==> src/srdsc_pkg.sv <==
// Constants and carrier types for the receive drop statistics classifier
package srdsc_pkg;
    localparam int          LEN_W        = 14;
    localparam int          PORT_W       = 3;
    localparam int          TOF_W        = 4;
    localparam int          ADDR_W       = 12;
    localparam int          NCNT         = 19;
    // Counter indices
    localparam int          IDX_FRAG     = 0;
    localparam int          IDX_BOF      = 1;
    localparam int          IDX_PMASK    = 2;
    localparam int          IDX_TOF      = 3;
    localparam int          IDX_ALE      = 4;
    localparam int          IDX_OVR      = 5;
    localparam int          IDX_RATE     = 6;
    localparam int          IDX_VLAN     = 7;
    localparam int          IDX_DASA     = 8;
    localparam int          IDX_BLOCK    = 9;
    localparam int          IDX_SECURE   = 10;
    localparam int          IDX_AUTH     = 11;
    localparam int          IDX_UNK_UNI  = 12;
    localparam int          IDX_UNI_B    = 13;
    localparam int          IDX_UNK_MLT  = 14;
    localparam int          IDX_MLT_B    = 15;
    localparam int          IDX_UNK_BRD  = 16;
    localparam int          IDX_BRD_B    = 17;
    localparam int          IDX_RXOCT    = 18;
    // Register byte addresses
    localparam logic [11:0] A_CTRL       = 12'h000;
    localparam logic [11:0] A_MAXLEN     = 12'h004;
    localparam logic [11:0] A_STATUS     = 12'h008;
    localparam logic [11:0] A_CNT_BASE   = 12'h040;
    localparam int          CTRL_AUTH    = 0;
    localparam int          ST_IRQ       = 0;
    localparam int          ST_BUSY      = 1;
    // Reset values and frame length limits
    localparam logic [13:0] MAXLEN_RST   = 14'h05ee;
    localparam logic [13:0] LEN_MIN_GOOD = 14'h0040;
    localparam logic [13:0] LEN_PMASK    = 14'h0020;
    localparam logic [13:0] LEN_SHORT    = 14'h0021;
    localparam logic [13:0] LEN_HOST_MIN = 14'h0011;
    localparam int          HIGH_BIT     = 31;
    localparam int          LOOKUP_GAP   = 8;

    typedef struct packed {
        logic              valid;
        logic [PORT_W-1:0] rx_port;
        logic [LEN_W-1:0]  len;
        logic              is_data;
        logic              addr_match;
        logic              da_mcast;
        logic              da_bcast;
        logic              odd_nibbles;
        logic              fcs_fail;
        logic              fcs_fail_trunc;
        logic              rx_symbol_error_pin;
        logic              fc_collision;
        logic              fifo_full_drop;
        logic              mask_zero;
        logic [TOF_W-1:0]  tof_drops;
        logic              rx_rate_drop;
        logic              tx_rate_pruned;
        logic              vlan_fail;
        logic              super_match;
        logic              da_eq_sa;
        logic              sa_known;
        logic              sa_secure;
        logic [PORT_W-1:0] sa_port;
        logic              da_super;
        logic              to_rx_port;
        logic              block_hit;
    } srdsc_frame_t;
endpackage

==> src/srdsc_classifier.sv <==
// Receive drop and unknown-source statistics classifier with AHB-Lite access
`timescale 1ns/1ns
// Overview of operation
// - Count short errored data frames as fragments
// - Ethernet ports count matched frames lost to FIFO
// - Host port FIFO drop counts frames of 17 bytes and over
// - Ethernet drops under 33 bytes skip FIFO counter
// - Zero-mask frames over 32 bytes count portmask drops
// - Top-of-FIFO adds one per dropping egress port
// - Zero-mask non-self, non-loop clean frames count lookup drop
// - Lookup rate exceeded aborts, zero mask, overrun count
// - Host ingress paced to avoid lookup overruns
// - Receive or transmit rate limiting counts rate drops
// - VLAN ingress failure without super match counts
// - DA equals unknown SA counts drop
// - Blocked source or destination entry counts drop
// - Secure entry owned elsewhere counts secure drop
// - Authorization mode drops unknown non-super frames
// - Unknown-source unicast frames and bytes counted
// - Unknown-source multicast data frames and bytes counted
// - Unknown-source broadcast data frames counted
// - Good frame bytes added to receive octets
// - Raw interrupt while any counter reaches 2^31
// - Odd nibbles failing truncated check are alignment errors
module srdsc_classifier
    import srdsc_pkg::*;
#(
    parameter int HOST_PORT = 0,
    parameter int GAP       = LOOKUP_GAP
) (
    input  wire  logic         core_clk,
    input  wire  logic         resetn,
    input  wire  srdsc_frame_t frm_in,
    input  wire  logic         hsel,
    input  wire  logic [31:0]  haddr,
    input  wire  logic [1:0]   htrans,
    input  wire  logic         hwrite,
    input  wire  logic [2:0]   hsize,
    input  wire  logic [31:0]  hwdata,
    input  wire  logic         hready,
    output logic [31:0]        hrdata,
    output logic               hreadyout,
    output logic               hresp,
    output logic               stat_module_irq_raw,
    output logic               host_ingress_hold,
    output logic               lookup_abort
);
    localparam int GAP_W = 8;

    typedef struct packed {
        logic [NCNT-1:0][31:0] cnt;
        logic                  authorization_mode_en;
        logic [LEN_W-1:0]      port_rx_max_frame_len;
        logic                  dp_wr;
        logic [ADDR_W-1:0]     dp_addr;
        logic [31:0]           rdata;
        logic                  ready;
        logic                  irq;
        logic [GAP_W-1:0]      busy;
        logic                  hold;
        logic                  abort;
    } srdsc_state_t;

    srdsc_state_t s_ff;
    srdsc_state_t nxt_s;

    generate
        if (GAP < 1 || GAP > 255 || HOST_PORT < 0 || HOST_PORT >= (1 << PORT_W)) begin : g_chk
            $error("srdsc_classifier: GAP or HOST_PORT out of range");
        end
    endgenerate

    // Counter index for an address, NCNT when not a counter
    function automatic int cnt_idx(input logic [ADDR_W-1:0] a);
        int r;
        r = NCNT;
        if (a >= A_CNT_BASE && a[1:0] == 2'h0 && ((a - A_CNT_BASE) >> 2) < NCNT) begin
            r = int'((a - A_CNT_BASE) >> 2);
        end
        return r;
    endfunction

    function automatic logic is_byte_cnt(input int i);
        return i == IDX_UNI_B || i == IDX_MLT_B || i == IDX_BRD_B || i == IDX_RXOCT;
    endfunction

    logic                        e_crc;
    logic                        e_aln;
    logic                        clean;
    logic                        is_host;
    logic                        host_short;
    logic                        ovr;
    logic                        mz;
    logic                        in_win;
    logic                        good;
    logic                        unk;
    logic                        ok_m;
    logic                        acc;
    logic [NCNT-1:0]             hit;
    logic [NCNT-1:0][31:0]       inc;
    logic [NCNT-1:0][31:0]       dec;
    logic [ADDR_W-1:0]           a_in;

    always_comb begin
        nxt_s = s_ff;
        a_in = haddr[ADDR_W-1:0];
        // CRC versus alignment split by nibble parity
        e_crc = frm_in.fcs_fail && !frm_in.odd_nibbles;
        e_aln = frm_in.odd_nibbles && frm_in.fcs_fail_trunc;
        clean = !(e_crc || e_aln || frm_in.rx_symbol_error_pin);
        is_host = frm_in.rx_port == PORT_W'(HOST_PORT);
        host_short = is_host && frm_in.len < LEN_SHORT;
        // A lookup still running means this one cannot be served
        ovr = frm_in.valid && !is_host && s_ff.busy != '0;
        mz = frm_in.mask_zero || ovr;
        in_win = frm_in.len >= LEN_MIN_GOOD && frm_in.len <= s_ff.port_rx_max_frame_len;
        ok_m = clean && frm_in.addr_match;
        good = ok_m && in_win;
        unk = good && !frm_in.sa_known;

        hit = '0;
        hit[IDX_FRAG] = frm_in.is_data && frm_in.len < LEN_MIN_GOOD && !clean
                        && !frm_in.fc_collision;
        hit[IDX_PMASK] = frm_in.len > LEN_PMASK && mz;
        hit[IDX_TOF] = ok_m && frm_in.tof_drops != '0;
        hit[IDX_ALE] = ok_m && !frm_in.da_eq_sa && !frm_in.to_rx_port && mz;
        hit[IDX_OVR] = ovr && frm_in.addr_match;
        hit[IDX_RATE] = ok_m && (frm_in.rx_rate_drop || frm_in.tx_rate_pruned);
        hit[IDX_VLAN] = ok_m && mz && frm_in.vlan_fail && !frm_in.super_match;
        hit[IDX_DASA] = ok_m && mz && frm_in.da_eq_sa && !frm_in.sa_known;
        hit[IDX_BLOCK] = ok_m && mz && frm_in.block_hit;
        hit[IDX_SECURE] = ok_m && mz && frm_in.sa_known && frm_in.sa_secure
                          && frm_in.sa_port != frm_in.rx_port;
        hit[IDX_AUTH] = ok_m && mz && s_ff.authorization_mode_en && !frm_in.da_eq_sa
                        && !frm_in.sa_known && !frm_in.da_super;
        hit[IDX_UNK_UNI] = unk && !frm_in.da_mcast && !frm_in.da_bcast;
        hit[IDX_UNI_B] = hit[IDX_UNK_UNI];
        hit[IDX_UNK_MLT] = unk && frm_in.is_data && frm_in.da_mcast;
        hit[IDX_MLT_B] = hit[IDX_UNK_MLT];
        hit[IDX_UNK_BRD] = unk && frm_in.is_data && frm_in.da_bcast;
        hit[IDX_BRD_B] = hit[IDX_UNK_BRD];
        hit[IDX_RXOCT] = good;
        // Host frames below 33 bytes show only in the FIFO drop count
        if (!frm_in.valid || host_short) begin
            hit = '0;
        end
        hit[IDX_BOF] = frm_in.valid && frm_in.fifo_full_drop
                       && (is_host ? frm_in.len >= LEN_HOST_MIN
                                   : frm_in.addr_match && frm_in.len >= LEN_SHORT);

        // Software write to a counter subtracts the written value
        for (int i = 0; i < NCNT; i++) begin
            if (!hit[i]) begin
                inc[i] = '0;
            end else if (is_byte_cnt(i)) begin
                inc[i] = 32'(frm_in.len);
            end else if (i == IDX_TOF) begin
                inc[i] = 32'(frm_in.tof_drops);
            end else begin
                inc[i] = 32'h0000_0001;
            end
            dec[i] = (s_ff.dp_wr && cnt_idx(s_ff.dp_addr) == i) ? hwdata : 32'h0;
            nxt_s.cnt[i] = s_ff.cnt[i] + inc[i] - dec[i];
        end

        if (s_ff.dp_wr && s_ff.dp_addr == A_CTRL) begin
            nxt_s.authorization_mode_en = hwdata[CTRL_AUTH];
        end
        if (s_ff.dp_wr && s_ff.dp_addr == A_MAXLEN) begin
            nxt_s.port_rx_max_frame_len = hwdata[LEN_W-1:0];
        end

        // AHB-Lite: zero wait state, read data prepared in address phase
        acc = hsel && htrans[1] && hready;
        nxt_s.dp_wr = acc && hwrite;
        nxt_s.dp_addr = acc ? a_in : s_ff.dp_addr;
        nxt_s.ready = 1'b1;
        nxt_s.rdata = 32'h0;
        if (acc && !hwrite) begin
            if (a_in == A_CTRL) begin
                nxt_s.rdata[CTRL_AUTH] = s_ff.authorization_mode_en;
            end else if (a_in == A_MAXLEN) begin
                nxt_s.rdata[LEN_W-1:0] = s_ff.port_rx_max_frame_len;
            end else if (a_in == A_STATUS) begin
                nxt_s.rdata[ST_IRQ] = s_ff.irq;
                nxt_s.rdata[ST_BUSY] = s_ff.busy != '0;
            end else if (cnt_idx(a_in) < NCNT) begin
                nxt_s.rdata = s_ff.cnt[cnt_idx(a_in)];
            end
        end

        // Lookup slot timing; overrun frames do not restart it
        if (frm_in.valid && !ovr) begin
            nxt_s.busy = GAP_W'(GAP);
        end else if (s_ff.busy != '0) begin
            nxt_s.busy = s_ff.busy - GAP_W'(1);
        end
        // Hold the host port while a lookup is pending
        nxt_s.hold = nxt_s.busy > GAP_W'(1);
        nxt_s.abort = ovr;

        nxt_s.irq = 1'b0;
        for (int i = 0; i < NCNT; i++) begin
            nxt_s.irq = nxt_s.irq | nxt_s.cnt[i][HIGH_BIT];
        end
    end

    always_ff @(posedge core_clk or negedge resetn) begin
        if (!resetn) begin
            s_ff <= '0;
            s_ff.port_rx_max_frame_len <= MAXLEN_RST;
        end else begin
            s_ff <= nxt_s;
        end
    end

    assign hrdata = s_ff.rdata;
    assign hreadyout = s_ff.ready;
    assign hresp = 1'b0;
    assign stat_module_irq_raw = s_ff.irq;
    assign host_ingress_hold = s_ff.hold;
    assign lookup_abort = s_ff.abort;

    logic no_wr;
    assign no_wr = !s_ff.dp_wr;
endmodule

==> config.mk <==
export PLATFORM = sky130hd
export DESIGN_NAME = srdsc_classifier
export DESIGN_NICKNAME = d
export VERILOG_FILES = /design/src/srdsc_pkg.sv /design/src/srdsc_classifier.sv
export SDC_FILE = /design/constraint.sdc
export NUM_CORES = 2
export LEC_CHECK = 0
export ABC_AREA = 1
export BUFFER_PORTS_ARGS = -buffer_cell sky130_fd_sc_hd__buf_2
export CORE_MARGIN = 2
export CORE_UTILIZATION = 43
export CTS_CLUSTER_DIAMETER = 100
export CTS_CLUSTER_SIZE = 16
export DETAILED_ROUTE_END_ITERATION = 12
export GPL_ROUTABILITY_DRIVEN = 0
export GPL_TIMING_DRIVEN = 0
export PLACE_DENSITY = 0.57
export REMOVE_ABC_BUFFERS = 1
export SLEW_MARGIN = 20
export SYNTH_ARGS = -nofsm -noshare
export SYNTH_HDL_FRONTEND = slang
export SYNTH_SLANG_ARGS = --single-unit
==> constraint.sdc <==
create_clock -name core_clk -period 9.8 [get_ports core_clk]
set_input_delay 1.96 -clock core_clk [delete_from_list [all_inputs] [get_ports core_clk]]
set_output_delay 1.96 -clock core_clk [all_outputs]
set_load 0.01 [all_outputs]
==> results.cfg <==
[status]
status = finished, final reports clean

[finish]
layout_common_cells = 2080 x nand2_1, 1143 x ha_1, 918 x a21oi_1, 752 x inv_1, 672 x dfrtp_1
final_util_pct = 46.5
final_common_cell = nand2_1
final_nets = 10000
nFillCells = 15400
drive_gt1_share_pct = 3.74
syn_to_final_growth_pct = 7.05

[yosys]
synth.distinct_cells = 61
seq_area_frac_synth_pct = 25.8
synth-seq-cells = 680
synth_edf_count = 0
ys_async_sr_fraction_pct = 100
syn_area_per_cell_sq_um = 7.54
syn_area_sq_mm = 0.0661
syn_inst = 8765
ys_warn_count = 0
synthFlopType = dfrtp_1

[sta]
rsz0062_at_grt = false
finClkSkew_ns = 0.0390
worst_slack_ns = 0.817
period_minus_slack_ns = 8.98
finalCritPeriodShare_pct = 91.7
final-hold-violation-count = 0
maxSlewHeadroom_pct = 15.3
tightestPinTransition_ns = 1.26
fmax_mhz = 111
setup_viol = 0
drv_slew = 0

[worst_setup_path]
endpoint_kind = flip-flop
crit_buf_inv = 2
worstPathCellList = buf_2 > ha_1 > a21oi_1 > o221ai_1 > nand3_1 > o2111ai_1 > a211oi_4 > and2_0 > nand2_1 > fa_1 > inv_1 > ha_1 > a21oi_1 > nand2_1 > a21oi_1 > o21ai_0 > nand3_1 > nand2_1 > a21oi_1 > xor2_1 > nand2_1 > nor2_1 > nand3_1
critical_path.top_delay_family = compound AO/OA/AOI/OAI gates
cp-start-kind = primary input
cp_max_fo = 17
critical_path_class = primary input to flip-flop
worstPathArrival_ns = 9.48
critical_path.slowest_cell = and2_0
max_stage_delay_ns = 0.82
required_ns = 10.30

[drt]
drc = 0
via_per_inst = 5.67
drt_iter0_drc = 4789
drtPass1Iterations = 6
vias = 61100
ant_nets = 0
wl_mm = 238
post_drt_wl_per_cell_um = 22.1

[global_route]
grt_pass1_wl_mm = 358
grt_antenna_before_repair = 22
grt.overflow.total = 0
grtUsageTotal_pct = 29.8
grt_start_max_net_pins = 93
first_global_vias = 58800

[clocking]
cts.hold.buffers_added = 0
cts_buffer_depth = 3
cts_max_level = 2
tritoncts = done
cts_setup_buffers = 0
clk_pin_slew_ns = 0.08
numCtsBuffers = 50
clock-sinks = 680
post_cts_resized = 0
cts_root_buffer = clkbuf_16
clk_latency_ns = 0.69

[floorplanning]
ioPinCount = 157
dieArea_sq_mm = 0.157
die_x_um = 396
rows = 143
chipHeight_um = 396
start_util_pct = 43.4
core_sq_mm = 0.152

[run]
cap_viol_max_count = 0

[hold_path]
hold_class = flip-flop to flip-flop

[placed_design]
numPortBuffers = 131
dp_slack_ns = 0.344
dp.final_hpwl_mm = 185
==> metrics by stage <==
stage / hold WS (ns) / cells / TNS, ns / cell area, sq um
after floorplan: 0.475 / 8474 / 0 / 64800
after global placement: 0.488 / 10600 / -6648.09 / 68000
after detailed placement: 0.494 / 10700 / 0 / 69200
after CTS: 0.512 / 10800 / 0 / 70800
after global routing: 0.528 / 10800 / 0 / 70800
final: 0.508 / 10800 / 0 / 70800
==> path summary, 6_finish.rpt <==
path / start / endpoint / slack, ns / cells after the start
max: frm_in[29] / stat_module_irq_raw / 0.82 / 23
min: s_ff[63] / s_ff[63] / 0.51 / 2
max reg2reg: s_ff[58] / stat_module_irq_raw / 1.65 / 23
min reg2reg: s_ff[63] / s_ff[63] / 0.51 / 2
max in group asynchronous: resetn / s_ff[162] / 6.25 / 6
min in group asynchronous: resetn / lookup_abort / 1.21 / 1
==> cell type report <==
type	instances	area (sq um)	share of cell area, %
multi-input combinational	7022	45000	63.6
tap	2030	2540	3.59
inverter	772	2900	4.10
sequential	680	17000	24.1
antenna	2	5.00	0.00707
clock buffer	72	1390	1.96
clock inverter	8	148	0.209
timing repair buffer	184	1780	2.51
==> registers in the layout (all words and copies together) (netlist names) <==
register             flops
lookup_abort             1
s_ff                   644
hreadyout                1
host_ingress_hold        1
hrdata                  32
stat_module_irq_raw      1
==> worst reg2reg max path, delay by kind of cell (launching register included) <==
family,cells,cell delay (ns)
flops,1,0.59
compound gates,8,3.22
fa+ha+maj,3,1.23
buf+inv,2,0.11
xor+xnor,1,0.63
simple gates,9,2.21
==> cell families (layout without fill, tap and decap cells) <==
family	Yosys count	count (layout)	synth area share [%]
other	2	4	0.0114
XOR/XNOR	578	578	7.66
flip-flops	680	680	25.8
adder cells (fa/ha/maj)	1217	1217	23.9
AO/OA/AOI/OAI	1709	1709	14.2
AND/OR/NAND/NOR	3516	3516	22.1
buffers and inverters	1063	1036	6.36
==> routing by layer <==
layer / up-vias / wire length [um] / GRT usage (%)
met3: 476 / 15000 / 4.61
met4: 6 / 13300 / 14.0
met2: 1849 / 105000 / 47.5
met5: - / 33 / 0
met1: 29200 / 105000 / 39.6
li1: 29500 / - / -
==> synthesized netlist by cell type (all sizes together) (32+ instances only) <==
| cell | n | area, sq um |
|---|---|---|
| xnor2 | 205 | 1800 |
| o221ai | 44 | 385 |
| nor2 | 613 | 2390 |
| nand4 | 98 | 626 |
| a31oi | 43 | 269 |
| nand2 | 2087 | 7850 |
| a21o | 52 | 390 |
| fa | 74 | 1480 |
| o211ai | 34 | 255 |
| xor2 | 373 | 3270 |
| a21boi | 47 | 353 |
| a21oi | 918 | 4590 |
| inv | 770 | 2890 |
| dfrtp | 672 | 16800 |
| ha | 1143 | 14300 |
| o21ai | 466 | 2330 |
| buf | 136 | 727 |
| nor4 | 40 | 250 |
| clkbuf | 155 | 582 |
| nor3 | 111 | 561 |
| o21bai | 32 | 240 |
| nand3 | 536 | 2730 |
| o21a | 34 | 255 |
Power is left out: the tool's default activity adds up to more than one toggle a clock period on the data nets, which glitch-free logic cannot reach.
